$ cat config.mk
export PLATFORM = sky130hd
export DESIGN_NAME = sof_formatter
export DESIGN_NICKNAME = d
export VERILOG_FILES = /design/src/rtl/sof_bitclk_div.v /design/src/rtl/sof_formatter.v
export VERILOG_INCLUDE_DIRS = /design/src /design/src/rtl
export SDC_FILE = /design/constraint.sdc
export NUM_CORES = 1
export LEC_CHECK = 0
export BUFFER_PORTS_ARGS = -buffer_cell sky130_fd_sc_hd__buf_2
export CAP_MARGIN = 20
export CORE_UTILIZATION = 48
export CTS_BUF_LIST = sky130_fd_sc_hd__clkbuf_4
export CTS_CLUSTER_SIZE = 20
export DETAILED_ROUTE_END_ITERATION = 12
export GPL_ROUTABILITY_DRIVEN = 1
export GPL_TIMING_DRIVEN = 0
export PLACE_DENSITY = 0.66
export SETUP_SLACK_MARGIN = 0.02
export SLEW_MARGIN = 10
export SYNTH_ARGS = -nofsm -noshare
export SYNTH_HDL_FRONTEND = slang
export SYNTH_SLANG_ARGS = --single-unit
$ cat constraint.sdc
create_clock -name mclk -period 16.55 [get_ports mclk]
set_input_delay 1.655 -clock mclk [delete_from_list [all_inputs] [get_ports mclk]]
set_output_delay 1.655 -clock mclk [all_outputs]
set_load 0.05 [all_outputs]
$ cat src/rtl/sof_regs.vh
// Register offsets, field positions, reset values and constants of the serial output formatter
`ifndef SOF_REGS_VH
`define SOF_REGS_VH
// ==========================================================
// Register offsets (byte addresses)
`define SOF_FORMAT_OFS 8'h00
`define SOF_TIMING_OFS 8'h04
`define SOF_STATUS_OFS 8'h08
// ==========================================================
// Format register fields
`define SOF_LEN_LSB 0
`define SOF_LEN_MSB 5
`define SOF_LSB_FIRST_BIT 8
`define SOF_ROUND_BIT 9
`define SOF_OFFSET_BIN_BIT 10
`define SOF_SCALE2_BIT 11
// ==========================================================
// Timing register fields
`define SOF_DIV_LSB 0
`define SOF_DIV_MSB 4
// ==========================================================
// Status register fields
`define SOF_STATE_LSB 0
`define SOF_STATE_MSB 1
`define SOF_HOLD_BIT 2
`define SOF_COUNT_LSB 16
`define SOF_COUNT_MSB 31
// ==========================================================
// Reset values and limits
`define SOF_LEN_RST 6'h18
`define SOF_DIV_RST 5'h01
`define SOF_LEN_MIN 6'h08
`define SOF_LEN_MAX 6'h20
`define SOF_INT_W 24
`endif

$ cat src/rtl/sof_bitclk_div.v
// Bit clock divider: filter clock divided by one to thirty-two
`default_nettype none
module sof_bitclk_div
(
  input wire mclk,
  input wire rst,
  input wire [4:0] ratio_m1,
  output wire bit_tick,
  output wire bit_clk_lvl
);
  // ==========================================================
  // Period counter
  reg [4:0] cnt_ff;
  reg clk_ff;
  wire [4:0] nxt_cnt;
  wire [5:0] hi_len;
  // Ratio may shrink mid period, so compare with >= to avoid a 32-cycle lap
  assign bit_tick = (cnt_ff >= ratio_m1);
  assign nxt_cnt = bit_tick ? 5'h00 : cnt_ff + 5'h01;
  // High phase (n+1)/2, low phase n/2, both rounded down; equal halves when n is even
  assign hi_len = ({1'b0, ratio_m1} + 6'h02) >> 1;
  always @(posedge mclk)
  begin
    if (rst)
    begin
      cnt_ff <= 5'h00;
      clk_ff <= 1'b0;
    end
    else
    begin
      cnt_ff <= nxt_cnt;
      clk_ff <= ({1'b0, nxt_cnt} < hi_len);
    end
  end
  assign bit_clk_lvl = clk_ff;
endmodule // sof_bitclk_div
`default_nettype wire

$ cat src/rtl/sof_formatter.v
// Serial output formatter: formats filter results and shifts them out with bit clock and word sync
// Function
// - Output words are programmable from eight to thirty-two bits long.
// - Each word is shifted out either most or least significant bit first.
// - The result is rounded or truncated to the output length as configured.
// - Output words are coded in two's complement or offset binary.
// - When enabled, the value is multiplied by two before serialization.
// - The bit clock divides the filter clock by one to thirty-two and data changes with it.
// - Even ratios give a bit clock with equal high and low times.
// - Odd ratio n above one gives (n+1)/2 clocks high and (n-1)/2 clocks low.
// - Word sync is high one bit period before the first bit of each word, marking word boundaries.
// - Data are fractional two's complement, top bit weighing minus one.
// - Words shorter than twenty-four bits occupy the top of the internal 24-bit word.
`include "sof_regs.vh"
`default_nettype none
module sof_formatter
(
  input wire mclk,
  input wire rst,
  input wire [7:0] reg_addr,
  input wire [31:0] reg_wdata,
  input wire reg_wr,
  input wire reg_rd,
  output wire [31:0] reg_rdata,
  input wire [`SOF_INT_W-1:0] res_data,
  input wire res_valid,
  output wire res_ready,
  output wire serial_data_out,
  output wire bit_clock_out,
  output wire word_sync_out
);
  // ==========================================================
  // States
  localparam [1:0] ST_IDLE = 2'b00;
  localparam [1:0] ST_SYNC = 2'b01;
  localparam [1:0] ST_SHIFT = 2'b10;

  // ==========================================================
  // Functions
  // Out-of-range lengths are clamped so the shifter never runs short or long
  function [5:0] clamp_len;
    input [5:0] len;
    begin
      if (len < `SOF_LEN_MIN)
        clamp_len = `SOF_LEN_MIN;
      else if (len > `SOF_LEN_MAX)
        clamp_len = `SOF_LEN_MAX;
      else
        clamp_len = len;
    end
  endfunction

  // Returns the word left-aligned in 32 bits, low bits cleared
  function [31:0] fmt_word;
    input [`SOF_INT_W-1:0] d;
    input [5:0] len;
    input rnd;
    input scale2;
    input offs;
    reg [31:0] x;
    reg [31:0] s;
    reg [31:0] half;
    reg [31:0] mask;
    reg [32:0] sum;
    reg [31:0] r;
    begin
      // Fraction with MSB weight -1 sits at the top of the word
      x = {d, {(32-`SOF_INT_W){1'b0}}};
      // Doubling a value whose top two bits differ would flip its sign, so it is clipped
      if (scale2 && (x[31] != x[30]))
        s = x[31] ? 32'h80000000 : 32'h7fffffff;
      else if (scale2)
        s = {x[30:0], 1'b0};
      else
        s = x;
      half = 32'h80000000 >> len;
      mask = ~(32'hffffffff >> len);
      sum = {s[31], s} + {1'b0, half};
      // Rounding can only overflow upward; saturate rather than wrap
      if (!rnd)
        r = s;
      else if (!s[31] && sum[31])
        r = 32'h7fffffff;
      else
        r = sum[31:0];
      r = r & mask;
      fmt_word = offs ? (r ^ 32'h80000000) : r;
    end
  endfunction

  // ==========================================================
  // Configuration registers
  reg [5:0] len_ff;
  reg lsb_first_ff;
  reg round_ff;
  reg offs_ff;
  reg scale2_ff;
  reg [4:0] div_ff;
  reg [31:0] rdata_ff;

  // ==========================================================
  // Datapath registers
  reg [1:0] state_ff;
  reg [1:0] nxt_state;
  reg [`SOF_INT_W-1:0] hold_ff;
  reg hold_vld_ff;
  reg [31:0] sh_ff;
  reg [5:0] bits_left_ff;
  reg lsb_ord_ff;
  reg dout_ff;
  reg sync_ff;
  // Word counter wraps; it serves only as a progress hint
  reg [15:0] count_ff;

  wire bit_tick;
  wire bit_clk_lvl;
  wire div_one;
  wire [5:0] eff_len;
  wire [31:0] word_left;
  wire [31:0] word_load;
  wire load_now;
  wire take_res;
  wire [31:0] sh_src;
  wire ord_src;
  wire shift_now;
  wire [31:0] status_val;

  // ==========================================================
  // Bit clock
  // Divider counts filter clocks; its tick opens every bit period
  sof_bitclk_div u_div
  (
    .mclk(mclk),
    .rst(rst),
    .ratio_m1(div_ff),
    .bit_tick(bit_tick),
    .bit_clk_lvl(bit_clk_lvl)
  );

  // Divide by one cannot come from a flop; the filter clock itself goes out
  assign div_one = (div_ff == 5'h00);
  assign bit_clock_out = div_one ? mclk : bit_clk_lvl;

  // ==========================================================
  // Input holding register
  // Only one word is held; the engine stalls on res_ready until it is taken
  assign res_ready = !hold_vld_ff;
  assign take_res = res_valid && !hold_vld_ff;

  // ==========================================================
  // Word formatting at load time
  assign eff_len = clamp_len(len_ff);
  assign word_left = fmt_word(hold_ff, eff_len, round_ff, scale2_ff, offs_ff);
  // LSB-first words are right aligned so bit 0 leaves first
  assign word_load = lsb_first_ff ? (word_left >> (6'h20 - eff_len)) : word_left;
  assign load_now = bit_tick && (state_ff == ST_SYNC);
  assign sh_src = load_now ? word_load : sh_ff;
  assign ord_src = load_now ? lsb_first_ff : lsb_ord_ff;
  // A tick inside a word with bits still to send moves the next bit out
  assign shift_now = bit_tick && (state_ff == ST_SHIFT) && (bits_left_ff != 6'h00);

  // ==========================================================
  // Sequencer next state
  always @*
  begin
    nxt_state = state_ff;
    case (state_ff)
      ST_IDLE:
      begin
        if (bit_tick && hold_vld_ff)
          nxt_state = ST_SYNC;
      end
      ST_SYNC:
      begin
        if (bit_tick)
          nxt_state = ST_SHIFT;
      end
      ST_SHIFT:
      begin
        // Next sync overlaps the last bit so words run back to back
        if (bit_tick && (bits_left_ff == 6'h01) && hold_vld_ff)
          nxt_state = ST_SYNC;
        else if (bit_tick && (bits_left_ff == 6'h00))
          nxt_state = hold_vld_ff ? ST_SYNC : ST_IDLE;
      end
      default:
      begin
        nxt_state = ST_IDLE;
      end
    endcase
  end

  // ==========================================================
  // Sequencer and shifter
  always @(posedge mclk)
  begin
    if (rst)
    begin
      state_ff <= ST_IDLE;
      hold_ff <= {`SOF_INT_W{1'b0}};
      hold_vld_ff <= 1'b0;
      sh_ff <= 32'h00000000;
      bits_left_ff <= 6'h00;
      lsb_ord_ff <= 1'b0;
      dout_ff <= 1'b0;
      sync_ff <= 1'b0;
      count_ff <= 16'h0000;
    end
    else
    begin
      state_ff <= nxt_state;
      if (take_res)
      begin
        hold_ff <= res_data;
        hold_vld_ff <= 1'b1;
      end
      else if (load_now)
        hold_vld_ff <= 1'b0;
      // Sync rises on the tick that opens the period before bit one
      if (bit_tick)
        sync_ff <= (nxt_state == ST_SYNC);
      if (load_now)
      begin
        lsb_ord_ff <= lsb_first_ff;
        bits_left_ff <= eff_len - 6'h01;
        count_ff <= count_ff + 16'h0001;
      end
      else if (shift_now)
        bits_left_ff <= bits_left_ff - 6'h01;
      if (load_now || shift_now)
      begin
        // Data move on the same filter clock edge that raises the bit clock
        dout_ff <= ord_src ? sh_src[0] : sh_src[31];
        sh_ff <= ord_src ? (sh_src >> 1) : (sh_src << 1);
      end
      else if (bit_tick && (nxt_state == ST_IDLE))
        dout_ff <= 1'b0;
    end
  end

  // ==========================================================
  // Link outputs
  assign serial_data_out = dout_ff;
  assign word_sync_out = sync_ff;

  // ==========================================================
  // Register writes
  // New format settings take effect at the next word load, never mid word; a new ratio reaches the divider at once
  // Writes to the status offset or to unmapped offsets are dropped
  always @(posedge mclk)
  begin
    if (rst)
    begin
      len_ff <= `SOF_LEN_RST;
      lsb_first_ff <= 1'b0;
      round_ff <= 1'b0;
      offs_ff <= 1'b0;
      scale2_ff <= 1'b0;
      div_ff <= `SOF_DIV_RST;
    end
    else if (reg_wr && (reg_addr == `SOF_FORMAT_OFS))
    begin
      len_ff <= reg_wdata[`SOF_LEN_MSB:`SOF_LEN_LSB];
      lsb_first_ff <= reg_wdata[`SOF_LSB_FIRST_BIT];
      round_ff <= reg_wdata[`SOF_ROUND_BIT];
      offs_ff <= reg_wdata[`SOF_OFFSET_BIN_BIT];
      scale2_ff <= reg_wdata[`SOF_SCALE2_BIT];
    end
    else if (reg_wr && (reg_addr == `SOF_TIMING_OFS))
      div_ff <= reg_wdata[`SOF_DIV_MSB:`SOF_DIV_LSB];
  end

  // ==========================================================
  // Register reads
  // Status shows sequencer state, held flag and the load counter
  assign status_val = {count_ff, 13'h0000, hold_vld_ff, state_ff};

  // Read data stand for one cycle only; unmapped addresses read zero
  always @(posedge mclk)
  begin
    if (rst)
      rdata_ff <= 32'h00000000;
    else if (reg_rd)
    begin
      case (reg_addr)
        `SOF_FORMAT_OFS:
          rdata_ff <= {20'h00000, scale2_ff, offs_ff, round_ff, lsb_first_ff, 2'b00, len_ff};
        `SOF_TIMING_OFS:
          rdata_ff <= {27'h0000000, div_ff};
        `SOF_STATUS_OFS:
          rdata_ff <= status_val;
        default:
          rdata_ff <= 32'h00000000;
      endcase
    end
    else
      rdata_ff <= 32'h00000000;
  end

  assign reg_rdata = rdata_ff;
endmodule // sof_formatter
`default_nettype wire

==> metrics.yaml <==
worst_setup_path:
  startpoint_type: "clock port"
  crit_path_max_fanout: 2
  path_cells: "clkbuf_4 > clkbuf_4 > mux2_2 > buf_2"
  worst_ep_arrival_time_ps: 9000
  highest_cell_delay_on_the_worst_timing_path_ps: 270
  timing.critical_path.to_type: "primary output"
  crit_family: "buffers and inverters"
  crit_path_top_delay_cell: "sky130_fd_sc_hd__mux2_2"
  path_class: "clk -> out"
  cp_data_required_time_ps: 14890
  timing.critical_path.buf_inv: 3
  crit_path_frequent_cell: "sky130_fd_sc_hd__clkbuf_4"
placement:
  placement.cell_area_um2: 12800
  place_ws_ps: 6180
  place.gp.congestion: 1.01
  numPortBuffers: 76
  hpwl_um: 39600
grt:
  met3_usage: 0.0777
  grt_pass1_vias: 12600
  grt_first_pass_wirelength_um: 75700
  grt_remaining_overflow: 0
  grt_max_degree: 17
  groute.layer.met1.usage: 0.547
  top_usage_layer: "met2"
  gr-usage-all-layers: 0.387
  global_route_met2_usage: 0.570
  antenna_found_initial: 0
pwr:
  power_frac_seq: 0.414
  power_switching_share: 0.410
  cellPowerDensity_nw_per_um2: 62.9
  power.combinational.fraction: 0.288
  clkPwrFrac: 0.298
  internal-power_w: 0.000485
  peakVddDrop_mv: 0.0497
  final_power_w: 0.000822
  leakagePower_nw: 5.35
  total_switching_power_w: 0.000336
timing:
  tightestPinTransition_ps: 1250
  sum_of_negative_setup_slack_ps: 0
  report.final.setup_viol: 0
  slew_headroom: 0.151
  final-hold-violation-count: 0
  setup_repair_after_global_routing_missed_its_margin: "no"
  final-max-slew-violation-count: 0
  finalWorstSetupSlack_ps: 5900
  skew_ps: 63.6
drt:
  detailroute.via_count: 13700
  route.detailed.vias_per_inst: 6.69
  route.detailed.drc: 0
  first_drt_pass_iteration_count: 7
  drt-initial-drc-count: 1584
  totalWireLength_um: 50000
  wl_per_cell_um: 24.5
  number_of_routed_nets_with_antenna_violations: 0
floorplan:
  die_x_um: 160
  rows: 57
  overall_die_area_um2: 25500
  io_pins: 105
  initial_core_util: 0.490
  design.core.area_um2: 24300
  dieHeight_um: 160
finish:
  antenna_cells_inserted: 0
  fin_area_um2: 13100
  final_layout_size_suffix_gt1_frac: 0.126
  final_net_count: 1826
  flow.area_growth_from_synthesis_pct: 9.56
cts:
  cts_stage_hold_buffer_count: 0
  worst_setup_hold_path_clk_slew_ps: 140
  tritoncts: "done"
  post-cts-setup-buffer-count: 0
  clkLatencyLatePin_ps: 690
  post_cts.resized_instances: 0
min_path:
  timing.hold.worst.class: "reg -> reg"
yosys:
  postSynthAreaPerCell_um2: 7.48
  synth_cells: 1594
  postSynth.asyncResetShare: 0
  yosys.area.top_type_share: 0.220
  synth_enable_flop_cells: 0
  synth_area_leaders: "sky130_fd_sc_hd__dfxtp_1, sky130_fd_sc_hd__nand2_1, sky130_fd_sc_hd__ha_1, sky130_fd_sc_hd__a21oi_1, sky130_fd_sc_hd__nor2_1"
  synth.cell_area_um2: 11900
  ys.warnings.count: 0
  synth-seq-cells: 131
  synth.lib_cells_used.distinct: 100
  synth_top_area_cell: "sky130_fd_sc_hd__dfxtp_1"
  seq_area_frac_synth: 0.220
  dominant_synthesized_flop_cell: "sky130_fd_sc_hd__dfxtp_1"
run_status:
  status: "finished clean"
flow_run:
  max-cap-violations: 0
-- synth_stat cells (23+ instances only) --
cell / instances
sky130_fd_sc_hd__nor3_1: 44
sky130_fd_sc_hd__dfxtp_1: 131
sky130_fd_sc_hd__inv_1: 36
sky130_fd_sc_hd__nor2_1: 157
sky130_fd_sc_hd__nand2_1: 179
sky130_fd_sc_hd__o21ai_0: 71
sky130_fd_sc_hd__clkbuf_1: 76
sky130_fd_sc_hd__and2_1: 35
sky130_fd_sc_hd__mux2i_1: 52
sky130_fd_sc_hd__a21oi_1: 129
sky130_fd_sc_hd__ha_1: 52
sky130_fd_sc_hd__and3_1: 33
sky130_fd_sc_hd__xor2_1: 25
sky130_fd_sc_hd__a211oi_1: 27
sky130_fd_sc_hd__nand3_1: 40
sky130_fd_sc_hd__nand4_1: 23
-- layout make-up --
| class | instances | area [um^2] |
|---|---|---|
| clock inverter | 15 | 159 |
| clock buffer | 21 | 155 |
| inverter | 39 | 146 |
| fill | 2453 | 11300 |
| sequential | 131 | 2620 |
| tap | 324 | 405 |
| timing repair buffer | 75 | 375 |
| multi-input combinational | 1322 | 8690 |
| buffer | 114 | 513 |
-- cells in the final DEF (no fill, tap or decap), drive strengths merged, types with 23 or more instances in the layout --
master,n
a211oi,29
a21oi,139
and2,36
and3,33
buf,114
clkbuf,96
dfxtp,131
ha,52
inv,47
mux2i,52
nand2,180
nand3,40
nand4,23
nor2,157
nor3,45
o21ai,87
xor2,25
-- worst min-delay path, stage by stage (launching register included) --
cell and delay [ps]:
sky130_fd_sc_hd__dfxtp_1 350, sky130_fd_sc_hd__nand2_1 60, sky130_fd_sc_hd__a21oi_1 50
-- kinds of logic after synthesis --
family / after synthesis / share of synthesized area
multiplexers: 80 / 0.0817
buffers and inverters: 153 / 0.0553
XOR/XNOR: 38 / 0.0279
AO/OA/AOI/OAI: 526 / 0.309
other: 1 / 0.000314
adder cells (fa/ha/maj): 66 / 0.0671
AND/OR/NAND/NOR: 599 / 0.239
flip-flops: 131 / 0.220
-- metal layers --
metal,up-vias,share of wire
li1,6174,-
met4,0,0.042
met2,875,0.42
met5,-,0
met1,6458,0.44
met3,143,0.11
-- final timing paths --
check	start	cells after the start	slack, ps	endpoint
max	mclk	4	5900	bit_clock_out
min	hold_ff[6]	2	490	hold_ff[6]
max reg2reg	len_ff[4]	22	8290	sh_ff[17]
min reg2reg	hold_ff[6]	2	490	hold_ff[6]
-- through the flow --
stage                      util  hold WS, ps  std cells
after floorplan               -          448       1606
after global placement    0.525          464       2006
after detailed placement  0.525          467       2006
after CTS                 0.537          486       2041
after global routing      0.537          525       2041
final                     0.537          489       2041
-- power groups by stage --
| stage | clock (W) | combinational (W) | sequential, W |
|---|---|---|---|
| floorplan | 0.00000461 | 0.000156 | 0.000345 |
| global placement | 0.00000530 | 0.000227 | 0.000346 |
| detailed placement | 0.00000530 | 0.000228 | 0.000346 |
| CTS | 0.000249 | 0.000228 | 0.000340 |
| global route | 0.000260 | 0.000252 | 0.000342 |
| finish | 0.000245 | 0.000236 | 0.000340 |
-- sequential cells by signal (all words and copies together) (netlist names), 2 cells and up --
register      flops
u_div.cnt_ff      5
sh_ff            32
hold_ff          24
reg_rdata        26
state_ff          2
count_ff         16
div_ff            5
bits_left_ff      6
len_ff            6
Note: power is estimated with default switching activity, not from simulation.
